$ cat config.mk
export PLATFORM = sky130hd
export DESIGN_NAME = stac_ctrl
export DESIGN_NICKNAME = d
export VERILOG_FILES = /design/src/design/stac_pkg.sv /design/src/design/stac_timer.sv /design/src/design/stac_ahb_port.sv /design/src/design/stac_ctrl.sv
export VERILOG_INCLUDE_DIRS = /design/src /design/src/design
export SDC_FILE = /design/constraint.sdc
export NUM_CORES = 1
export LEC_CHECK = 0
export BUFFER_PORTS_ARGS = -buffer_cell sky130_fd_sc_hd__buf_2
export CELL_PAD_IN_SITES_DETAIL_PLACEMENT = 1
export CELL_PAD_IN_SITES_GLOBAL_PLACEMENT = 1
export CORE_UTILIZATION = 50
export DETAILED_ROUTE_END_ITERATION = 16
export PLACE_DENSITY_LB_ADDON = 0.08
export SLEW_MARGIN = 15
export SYNTH_ARGS = -nofsm -noshare
export SYNTH_HDL_FRONTEND = slang
export SYNTH_HIERARCHICAL = 1
export SYNTH_SLANG_ARGS = --single-unit
$ cat constraint.sdc
create_clock -name clk_i -period 10.46 [get_ports clk_i]
set_clock_uncertainty 0.05 [all_clocks]
set_input_delay 1.046 -clock clk_i [delete_from_list [all_inputs] [get_ports clk_i]]
set_output_delay 1.046 -clock clk_i [all_outputs]
set_load 0.01 [all_outputs]
$ cat src/design/stac_defs.svh
// timing counts, register offsets, field positions and reset values
`ifndef STAC_DEFS_SVH
`define STAC_DEFS_SVH

// clock and time unit of the duration registers
`define STAC_CLK_NS 50
`define STAC_UNIT_NS 1000
`define STAC_CYC_PER_UNIT (((`STAC_UNIT_NS) + (`STAC_CLK_NS) - 1) / (`STAC_CLK_NS))

// register byte offsets
`define STAC_OFF_CTRL 8'h00
`define STAC_OFF_CMD 8'h04
`define STAC_OFF_EXPO 8'h08
`define STAC_OFF_RATE 8'h0c
`define STAC_OFF_RDOUT 8'h10
`define STAC_OFF_XMIT 8'h14
`define STAC_OFF_STAT 8'h18

// control register fields
`define STAC_CTRL_SEL_ACQ 0
`define STAC_CTRL_TRIG_ON 1
`define STAC_CTRL_SRC_SW 2
`define STAC_CTRL_EXP_TIMED 3
`define STAC_CTRL_CONT 4
`define STAC_CTRL_RATE_LIM 5
`define STAC_CTRL_W 6

// command register fields
`define STAC_CMD_START 0
`define STAC_CMD_STOP 1
`define STAC_CMD_TRIG 2

// reset values
`define STAC_CTRL_RST 6'h00
`define STAC_EXPO_RST 16'h0064
`define STAC_RATE_RST 16'h0000
`define STAC_RDOUT_RST 16'h0010
`define STAC_XMIT_RST 16'h0020

`endif

$ cat src/design/stac_pkg.sv
// types shared by the acquisition controller
package stac_pkg;
    // acquisition sequence, one-hot
    typedef enum logic [3:0] {
        STAC_IDLE = 4'b0001,
        STAC_EXPOSE = 4'b0010,
        STAC_READOUT = 4'b0100,
        STAC_XMIT = 4'b1000
    } stac_state_e;
    typedef logic [15:0] stac_dur_t;
    typedef logic [23:0] stac_cyc_t;
endpackage

$ cat src/design/stac_timer.sv
// loadable down counter in clock cycles
`timescale 1ns/1ps
module stac_timer #(
    parameter int W = 24
) (
    input wire logic clk_i,
    input wire logic nrst_i,
    input wire logic load_i,
    input wire logic [W-1:0] value_i,
    output logic busy_o,
    output logic last_o
);
    logic [W-1:0] cnt_reg;

    // load wins over counting
    always_ff @(posedge clk_i or negedge nrst_i) begin
        if (!nrst_i) begin
            cnt_reg <= '0;
        end else if (load_i) begin
            cnt_reg <= value_i;
        end else if (cnt_reg != '0) begin
            cnt_reg <= cnt_reg - W'(1);
        end
    end

    // last counted cycle
    assign busy_o = (cnt_reg != '0);
    assign last_o = (cnt_reg == W'(1));
endmodule // stac_timer

$ cat src/design/stac_ahb_port.sv
// ahb-lite address phase capture, zero wait states
`timescale 1ns/1ps
module stac_ahb_port (
    input wire logic clk_i,
    input wire logic nrst_i,
    input wire logic hsel_i,
    input wire logic [31:0] haddr_i,
    input wire logic [1:0] htrans_i,
    input wire logic hwrite_i,
    input wire logic [2:0] hsize_i,
    input wire logic hready_i,
    output logic rd_o,
    output logic wr_o,
    output logic [7:0] waddr_o
);
    logic take;
    logic wr_reg;
    logic [7:0] waddr_reg;

    // word transfers in the low 256 bytes only
    assign take = hsel_i && htrans_i[1] && hready_i && (hsize_i == 3'h2) && (haddr_i[31:8] == 24'h000000);
    assign rd_o = take && !hwrite_i;

    // write lands in the data phase
    always_ff @(posedge clk_i or negedge nrst_i) begin
        if (!nrst_i) begin
            wr_reg <= 1'b0;
            waddr_reg <= 8'h00;
        end else begin
            wr_reg <= take && hwrite_i;
            if (take) begin
                waddr_reg <= haddr_i[7:0];
            end
        end
    end

    assign wr_o = wr_reg;
    assign waddr_o = waddr_reg;
endmodule // stac_ahb_port

$ cat src/design/stac_ctrl.sv
// software-triggered acquisition controller with ahb-lite registers
//
// The AHB-Lite slave port and the address map were decided locally.
`timescale 1ns/1ps
`include "stac_defs.svh"
module stac_ctrl (
    input wire logic clk_i,
    input wire logic nrst_i,
    input wire logic hsel_i,
    input wire logic [31:0] haddr_i,
    input wire logic [1:0] htrans_i,
    input wire logic hwrite_i,
    input wire logic [2:0] hsize_i,
    input wire logic [31:0] hwdata_i,
    input wire logic hready_i,
    output logic [31:0] hrdata_o,
    output logic hreadyout_o,
    output logic hresp_o,
    output logic exposing_o,
    output logic readout_o,
    output logic transmit_o,
    output logic frame_done_o,
    output logic trigger_ready_o
);
    ////////////////////////////////////////////////////////////////
    // bus port and register file
    logic rd;
    logic wr;
    logic [7:0] waddr;
    logic [`STAC_CTRL_W-1:0] ctrl_reg;
    stac_pkg::stac_dur_t expo_reg;
    stac_pkg::stac_dur_t rate_reg;
    stac_pkg::stac_dur_t rdout_reg;
    stac_pkg::stac_dur_t xmit_reg;
    logic [15:0] frame_cnt_reg;
    logic [31:0] hrdata_reg;
    logic armed_reg;
    logic frame_done_reg;
    stac_pkg::stac_state_e state_reg;
    stac_pkg::stac_state_e state_next;

    stac_ahb_port u_port (
        .clk_i(clk_i),
        .nrst_i(nrst_i),
        .hsel_i(hsel_i),
        .haddr_i(haddr_i),
        .htrans_i(htrans_i),
        .hwrite_i(hwrite_i),
        .hsize_i(hsize_i),
        .hready_i(hready_i),
        .rd_o(rd),
        .wr_o(wr),
        .waddr_o(waddr)
    );

    assign hreadyout_o = 1'b1;
    assign hresp_o = 1'b0;

    // configuration registers
    always_ff @(posedge clk_i or negedge nrst_i) begin
        if (!nrst_i) begin
            ctrl_reg <= `STAC_CTRL_RST;
            expo_reg <= `STAC_EXPO_RST;
            rate_reg <= `STAC_RATE_RST;
            rdout_reg <= `STAC_RDOUT_RST;
            xmit_reg <= `STAC_XMIT_RST;
        end else if (wr) begin
            case (waddr)
                `STAC_OFF_CTRL: ctrl_reg <= hwdata_i[`STAC_CTRL_W-1:0];
                `STAC_OFF_EXPO: expo_reg <= hwdata_i[15:0];
                `STAC_OFF_RATE: rate_reg <= hwdata_i[15:0];
                `STAC_OFF_RDOUT: rdout_reg <= hwdata_i[15:0];
                `STAC_OFF_XMIT: xmit_reg <= hwdata_i[15:0];
                default: ;
            endcase
        end
    end

    // command strobes, one cycle each
    logic cmd_wr;
    logic cmd_start;
    logic cmd_stop;
    logic cmd_trig;
    assign cmd_wr = wr && (waddr == `STAC_OFF_CMD);
    assign cmd_start = cmd_wr && hwdata_i[`STAC_CMD_START];
    assign cmd_stop = cmd_wr && hwdata_i[`STAC_CMD_STOP];
    assign cmd_trig = cmd_wr && hwdata_i[`STAC_CMD_TRIG];

    ////////////////////////////////////////////////////////////////
    // trigger qualification
    logic cfg_ok;
    logic cont;
    logic rate_lim;
    logic rate_busy;
    logic idle;
    logic ready;
    logic accept;

    // software triggering only in the documented setup
    assign cfg_ok = ctrl_reg[`STAC_CTRL_SEL_ACQ] && ctrl_reg[`STAC_CTRL_TRIG_ON]
        && ctrl_reg[`STAC_CTRL_SRC_SW] && ctrl_reg[`STAC_CTRL_EXP_TIMED];
    assign cont = ctrl_reg[`STAC_CTRL_CONT];
    assign rate_lim = ctrl_reg[`STAC_CTRL_RATE_LIM];
    assign idle = (state_reg == stac_pkg::STAC_IDLE);
    assign ready = armed_reg && idle && cfg_ok && !(rate_lim && rate_busy);
    assign accept = cmd_trig && ready;
    assign trigger_ready_o = ready;

    // arming; stop wins over a start in the same write
    always_ff @(posedge clk_i or negedge nrst_i) begin
        if (!nrst_i) begin
            armed_reg <= 1'b0;
        end else if (cmd_stop) begin
            armed_reg <= 1'b0;
        end else if (cmd_start) begin
            armed_reg <= 1'b1;
        end else if (accept && !cont) begin
            armed_reg <= 1'b0;
        end
    end

    ////////////////////////////////////////////////////////////////
    // phase and rate timers
    logic ph_last;
    logic ph_load;
    stac_pkg::stac_dur_t ph_dur;
    stac_pkg::stac_cyc_t ph_val;
    stac_pkg::stac_cyc_t rate_val;

    // duration of the phase being entered
    always_comb begin
        case (state_next)
            stac_pkg::STAC_EXPOSE: ph_dur = expo_reg;
            stac_pkg::STAC_READOUT: ph_dur = rdout_reg;
            default: ph_dur = xmit_reg;
        endcase
    end

    // a zero duration still takes one cycle
    assign ph_val = (ph_dur == 16'h0000) ? 24'h000001
        : {8'h00, ph_dur} * 24'(`STAC_CYC_PER_UNIT);
    assign rate_val = {8'h00, rate_reg} * 24'(`STAC_CYC_PER_UNIT);
    assign ph_load = (state_next != state_reg) && (state_next != stac_pkg::STAC_IDLE);

    stac_timer #(.W(24)) u_phase (
        .clk_i(clk_i),
        .nrst_i(nrst_i),
        .load_i(ph_load),
        .value_i(ph_val),
        .busy_o(),
        .last_o(ph_last)
    );

    // minimum trigger spacing
    stac_timer #(.W(24)) u_rate (
        .clk_i(clk_i),
        .nrst_i(nrst_i),
        .load_i(accept),
        .value_i(rate_val),
        .busy_o(rate_busy),
        .last_o()
    );

    ////////////////////////////////////////////////////////////////
    // acquisition sequence
    always_comb begin
        state_next = state_reg;
        case (state_reg)
            stac_pkg::STAC_IDLE: if (accept) state_next = stac_pkg::STAC_EXPOSE;
            stac_pkg::STAC_EXPOSE: if (ph_last) state_next = stac_pkg::STAC_READOUT;
            stac_pkg::STAC_READOUT: if (ph_last) state_next = stac_pkg::STAC_XMIT;
            stac_pkg::STAC_XMIT: if (ph_last) state_next = stac_pkg::STAC_IDLE;
            default: state_next = stac_pkg::STAC_IDLE;
        endcase
    end

    // state, frame counter and done pulse
    always_ff @(posedge clk_i or negedge nrst_i) begin
        if (!nrst_i) begin
            state_reg <= stac_pkg::STAC_IDLE;
            frame_done_reg <= 1'b0;
            frame_cnt_reg <= 16'h0000;
        end else begin
            state_reg <= state_next;
            frame_done_reg <= (state_reg == stac_pkg::STAC_XMIT) && ph_last;
            if ((state_reg == stac_pkg::STAC_XMIT) && ph_last) begin
                frame_cnt_reg <= frame_cnt_reg + 16'h0001;
            end
        end
    end

    assign exposing_o = (state_reg == stac_pkg::STAC_EXPOSE);
    assign readout_o = (state_reg == stac_pkg::STAC_READOUT);
    assign transmit_o = (state_reg == stac_pkg::STAC_XMIT);
    assign frame_done_o = frame_done_reg;

    ////////////////////////////////////////////////////////////////
    // read data, registered in the address phase
    always_ff @(posedge clk_i or negedge nrst_i) begin
        if (!nrst_i) begin
            hrdata_reg <= 32'h00000000;
        end else if (rd) begin
            case (haddr_i[7:0])
                `STAC_OFF_CTRL: hrdata_reg <= {26'h0, ctrl_reg};
                `STAC_OFF_EXPO: hrdata_reg <= {16'h0000, expo_reg};
                `STAC_OFF_RATE: hrdata_reg <= {16'h0000, rate_reg};
                `STAC_OFF_RDOUT: hrdata_reg <= {16'h0000, rdout_reg};
                `STAC_OFF_XMIT: hrdata_reg <= {16'h0000, xmit_reg};
                `STAC_OFF_STAT: hrdata_reg <= {frame_cnt_reg, 11'h000, ready,
                    transmit_o, readout_o, exposing_o, armed_reg};
                default: hrdata_reg <= 32'h00000000;
            endcase
        end
    end
    assign hrdata_o = hrdata_reg;

    // helper: cycles spent in exposure and its load value
    logic [23:0] exp_cnt_reg;
    logic [23:0] exp_len_reg;
    always_ff @(posedge clk_i or negedge nrst_i) begin
        if (!nrst_i) begin
            exp_cnt_reg <= 24'h000000;
            exp_len_reg <= 24'h000000;
        end else begin
            if (accept) begin
                exp_len_reg <= ph_val;
            end
            exp_cnt_reg <= exposing_o ? exp_cnt_reg + 24'h000001 : 24'h000000;
        end
    end
endmodule // stac_ctrl

### After elaboration in Yosys (flattened, before gate mapping)

Cells that the tools add are included.

| word-level totals | value |
|---|---|
| register bits after elaboration | 181 |
| bits of input ports | 74 |
| output and inout port bits | 39 |

| cells by class | value |
|---|---|
| add/subtract/negate cells | 3 |
| multiply operators | 2 |
| eq/ne operators | 20 |
| mux-type cells | 15 |
| reductions and logical operators | 38 |

Operators by type and width:

| kind | number |
|---|---|
| 32-bit one-hot mux with 6 select lines | 1 |
| 24-bit 2-to-1 mux | 4 |
| 24-bit nonzero test | 2 |
| 24-bit by 1-bit subtractor with 24-bit output, second input constant | 2 |
| 8-bit by 5-bit equality test with 1-bit output, second input constant | 5 |
| 16-bit by 3-bit multiplier with 19-bit output, second input constant | 2 |
| 8-bit by 4-bit equality test with 1-bit output, second input constant | 4 |
| 16-bit one-hot mux with 2 select lines | 1 |
| 24-bit by 1-bit equality test with 1-bit output, second input constant | 1 |
| 24-bit zero test | 1 |
| 1-bit logical AND | 21 |
| 21-bit 2-to-1 mux | 1 |
| 16-bit by 1-bit adder with 16-bit output, second input constant | 1 |
| 16-bit zero test | 1 |
| 8-bit zero test | 2 |
| 4-bit 2-to-1 mux | 4 |
| 4-bit one-hot mux with 4 select lines | 1 |
| 2-bit AND reduction | 5 |
| 4-bit by 2-bit equality test with 1-bit output, second input constant | 2 |
| 4-bit by 3-bit equality test with 1-bit output, second input constant | 2 |
| 8-bit by 3-bit equality test with 1-bit output, second input constant | 1 |
| 4-bit by 1-bit equality test with 1-bit output, second input constant | 1 |
| 4-bit equality test, second input constant | 1 |
| 4-bit by 1-bit inequality test with 1-bit output, second input constant | 1 |
| 6 further kinds | 11 |

### Longest topological paths before layout

| logic depth | value |
|---|---|
| depth in word-level cells | 13 |
| depth in mapped cells | 24 |
| mapped depth without buffers | 21 |

### Modules after synthesis

Netlist, hierarchy kept.

Modules (own cells, without submodules):

| module | times used | cells each | area each (µm²) | seq. area each (µm²) |
|---|---|---|---|---|
| stac_ctrl | 1 | 706 | 7557.2 | 3110.5 |
| stac_timer | 2 | 162 | 1482.7 | 600.6 |
| stac_ahb_port | 1 | 30 | 516.7 | 225.2 |

### Worst setup path before layout

Ideal clock, no wire load.

| path | value |
|---|---|
| kind | flip-flop to flip-flop |
| from | register u_rate.cnt_reg[10] |
| to | register u_phase.cnt_reg[19] |
| library setup time | 0.074 ns |
| arrival | 5.340 ns |
| path slack | 4.996 ns |
| cell stages (with the launch flop) | 23 |
| buffers on the path | 2 |
| clock period less this slack | 5.464 ns |
| path through | dfrtp_1 > nor4_4 > nand4_4 > nor3_2 > buf_4 > inv_1 > a211o_4 > nor4_4 > a211oi_2 > buf_6 > a221o_1 > ha_1 > ha_1 > fa_1 > a211oi_1 > nor2_1 > o211ai_1 > nand3_1 > o41ai_1 > mux2i_1 > nor4b_1 > nand2_1 > o21ai_2 |

| between the ends | value |
|---|---|
| word-level cells in the longest chain between the ends | 12 |
| elaborated cells between the ends (all ways) | 18 |
| those cells by class | mul (1); eq/ne (4); mux (5); reduce/logical (8) |

RTL lines:

| element | RTL line | text |
|---|---|---|
| from (decl) | stac_timer.sv:13 | `logic [W-1:0] cnt_reg;` |
| from (signal assigned) | stac_timer.sv:20 | `cnt_reg <= value_i;` |
| from (signal assigned) | stac_timer.sv:22 | `cnt_reg <= cnt_reg - W'(1);` |
| 24-bit nonzero test (*) | stac_timer.sv:27 | `assign busy_o = (cnt_reg != '0);` |
| via rate_busy | stac_ctrl.sv:94 | `logic rate_busy;` |
| 1-bit logical AND (*) | stac_ctrl.sv:105 | `assign ready = armed_reg && idle && cfg_ok && !(rate_lim && rate_busy);` |
| 1-bit zero test (*) | stac_ctrl.sv:105 |  |
| 1-bit logical AND (*) | stac_ctrl.sv:105 |  |
| 1-bit logical AND (*) | stac_ctrl.sv:106 | `assign accept = cmd_trig && ready;` |
| 4-bit 2-to-1 mux (*) | stac_ctrl.sv:169 | `stac_pkg::STAC_IDLE: if (accept) state_next = stac_pkg::STAC_EXPOSE;` |
| 4-bit one-hot mux with 4 select lines (*) | stac_ctrl.sv:168 | `case (state_reg)` |
| 4-bit by 3-bit equality test with 1-bit output or 4-bit by 2-bit equality test with 1-bit output (tied branches) | stac_ctrl.sv:132 | `case (state_next)` |
| 16-bit one-hot mux with 2 select lines (*) | stac_ctrl.sv:132 |  |
| 16-bit by 3-bit multiplier with 19-bit output or 16-bit zero test (tied branches) | stac_ctrl.sv:141, stac_ctrl.sv:140 |  |
| 21-bit 2-to-1 mux (*) | stac_ctrl.sv:140 | `assign ph_val = (ph_dur == 16'h0000) ? 24'h000001` |
| via ph_val[19] | stac_ctrl.sv:127 | `stac_pkg::stac_cyc_t ph_val;` |
| 24-bit 2-to-1 mux (*) | stac_timer.sv:19 | `end else if (load_i) begin` |
| to (signal assigned) | stac_timer.sv:20 |  |
| to (signal assigned) | stac_timer.sv:22 |  |
| to (decl) | stac_timer.sv:13 |  |

Mark *: on every way through the listed nets, which the timed path passes. The rest lies on a longest branch.
A chain may end at the register's enable or synchronous reset.

### Worst setup path in the final report

Ends and elaborated chain as after synthesis.

==> flow_summary.ini <==
[power_and_ir_drop]
p_clk_share_pct = 38.4
seqPwrFrac_pct = 48.2
p_per_area_nw_per_um2 = 134.3
peakVddDrop_v = 0.0001228
switchingPower_mw = 0.4934
p_int_mw = 1.161
leakage_nw = 5.510
power.total_mw = 1.655
switching_share_pct = 29.82
comb_power_share_pct = 13.4

[sta]
fin_crit_sh_pct = 67.49
finalCriticalPeriod_ns = 7.060
relSlewSlack_pct = 29.91
slew_violations = 0
worst_slack_ns = 3.400
tightestPinTransition_ns = 1.048
hold_viol_final = 0
finalSetupViolCount = 0
tns_ns = 0
rsz0062_at_grt = false
fmax_mhz = 141.6

[route]
vias = 8397
vias_per_cell = 5.876
dr.pass1.iters = 4
first_iter_violations = 341
wl_um = 28020
drc = 0
postRouteAntennaNets = 0
wl_per_cell_um = 19.61

[global_route]
grt_pass1_wl_um = 47230
grt_pass1_vias = 9131
grt-ovfl-total = 0
antenna_found_initial = 1
gr-usage-all-layers_pct = 26.81
grt_max_degree = 105

[floorplan]
row_count = 53
core_um2 = 21290
dieArea_um2 = 22630
die_y_um = 150.4
ios = 113
start_util_pct = 51.74
die_w_um = 150.4

[finish]
largest_register_ffs = 32
antennaDiodeCount = 0
drive_gt1_share_pct = 26.26
nets = 1279
fin_util_pct = 57.89
fin_cells = 1429
n_fill_cell = 2354
areaGrowthSynthToFinish_pct = 11.88

[critical_path]
worstRegToRegCells = 20
r2r-end = u_phase/cnt_reg[19]
worstSetupPathType = reg -> reg
crit_path_end_kind = register
r2r_slack_ns = 3.40
rr_startpoint = u_rate/cnt_reg[10]
required_ns = 10.77
cp-start-kind = register
arrival_ns = 7.37
cp_max_fo = 19

[hold_path]
whs_endpoint = frame_cnt_reg[15]
min_path_cells = 1
hold_class = reg -> reg
hp-start = frame_cnt_reg[15]

[logic_synthesis]
syn_avg_cell_area_um2 = 10.43
netlist_area_um2 = 11010
synth_warnings = 6
syn_inst = 1056

[clock_network]
cts.repair.resized = 0
cts_sinks = 181
ctsHoldBuffers = 0
insertion_delay_ns = 0.44
cts_root_buf = clkbuf_16
htreeDepth = 4
cts_tree = built
path_clk_slew_ns = 0.08
cts_buffers = 17
cts_setup_buffers = 0
ctsLongestPathBuffers = 2

[placement]
port_buffers = 93
globalplace.congestion = 0.8101
dp.cells = 1397
dp_hpwl_um = 19770
preCtsSetupSlack_ns = 3.497

[job]
maxCapViolCount = 0

[status]
status = finished clean
-- cell type report --
class | instances | area (um2) | share of cell area (%)
clock buffer | 17 | 425.4 | 3.452
clock inverter | 15 | 160.2 | 1.300
inverter | 44 | 165.2 | 1.340
multi-input combinational | 791 | 6120 | 49.66
sequential | 181 | 4537 | 36.82
tap | 275 | 344.1 | 2.792
timing repair buffer | 106 | 571.8 | 4.640
-- metal layers --
layer / GRT usage (%) / wire length [um] / up-vias
li1: - / - / 4009
met1: 34.35 / 12630 / 4216
met2: 46.57 / 14020 / 149
met3: 5.061 / 1116 / 21
met4: 6.212 / 250 / 2
met5: 0 / 8 / -
-- layout by cell type, fill, tap and decap left out, drive strengths merged, types with 18 or more instances in the layout --
cell,n
a221o,18
a221oi,29
and2,29
buf,105
clkbuf,18
dfrtp,175
ha,62
inv,51
mux2,86
nand2,91
nand3,45
nor2,71
nor3,32
nor4,22
o21ai,57
xnor2,55
xor2,27
-- stage by stage --
| stage | hold slack [ns] | cell area (um2) |
|---|---|---|
| after CTS | 0.4342 | 12320 |
| after floorplan | 0.3945 | 11050 |
| final | 0.4395 | 12320 |
| after global routing | 0.4412 | 12320 |
| after global placement | 0.4207 | 11740 |
| after detailed placement | 0.4198 | 11740 |
-- power by group through the flow --
stage / clock (mW) / combinational, mW / sequential (mW)
floorplan: 0 / 0.160 / 0.796
CTS: 0.649 / 0.224 / 0.798
global route: 0.676 / 0.252 / 0.803
finish: 0.636 / 0.221 / 0.797
detailed placement: 0 / 0.222 / 0.809
global placement: 0 / 0.214 / 0.808
-- worst max-delay path, stage by stage (launching register included) --
cell      delay (ns)
dfrtp_1         0.44
nor4_4          0.43
nand4_4         0.23
nor3_2          0.76
inv_1           0.19
a211o_4         0.39
nor4_4          0.36
a21o_1          0.70
a221o_1         0.35
ha_1            0.25
ha_1            0.25
fa_1            0.43
a211oi_1        0.34
nor2_1          0.13
o211ai_1        0.22
nand3_1         0.13
o41ai_1         0.61
mux2i_1         0.16
nor4b_1         0.35
nand2_1         0.11
o21ai_2         0.08
-- worst max-delay path by stage --
| stage | start | endpoint | slack (ns) | cells after the start |
|---|---|---|---|---|
| after global placement | u_rate/cnt_reg[10] | u_phase/cnt_reg[19] | 3.50 | 20 |
| final | u_rate/cnt_reg[10] | u_phase/cnt_reg[19] | 3.40 | 20 |
| after detailed placement | u_rate/cnt_reg[10] | u_phase/cnt_reg[19] | 3.50 | 20 |
| after global routing | u_rate/cnt_reg[10] | u_phase/cnt_reg[19] | 2.98 | 20 |
| after floorplan | u_rate/cnt_reg[10] | u_phase/cnt_reg[19] | 5.01 | 22 |
| after CTS | u_rate/cnt_reg[10] | u_phase/cnt_reg[19] | 3.42 | 20 |
(Power assumes the default switching activity.)
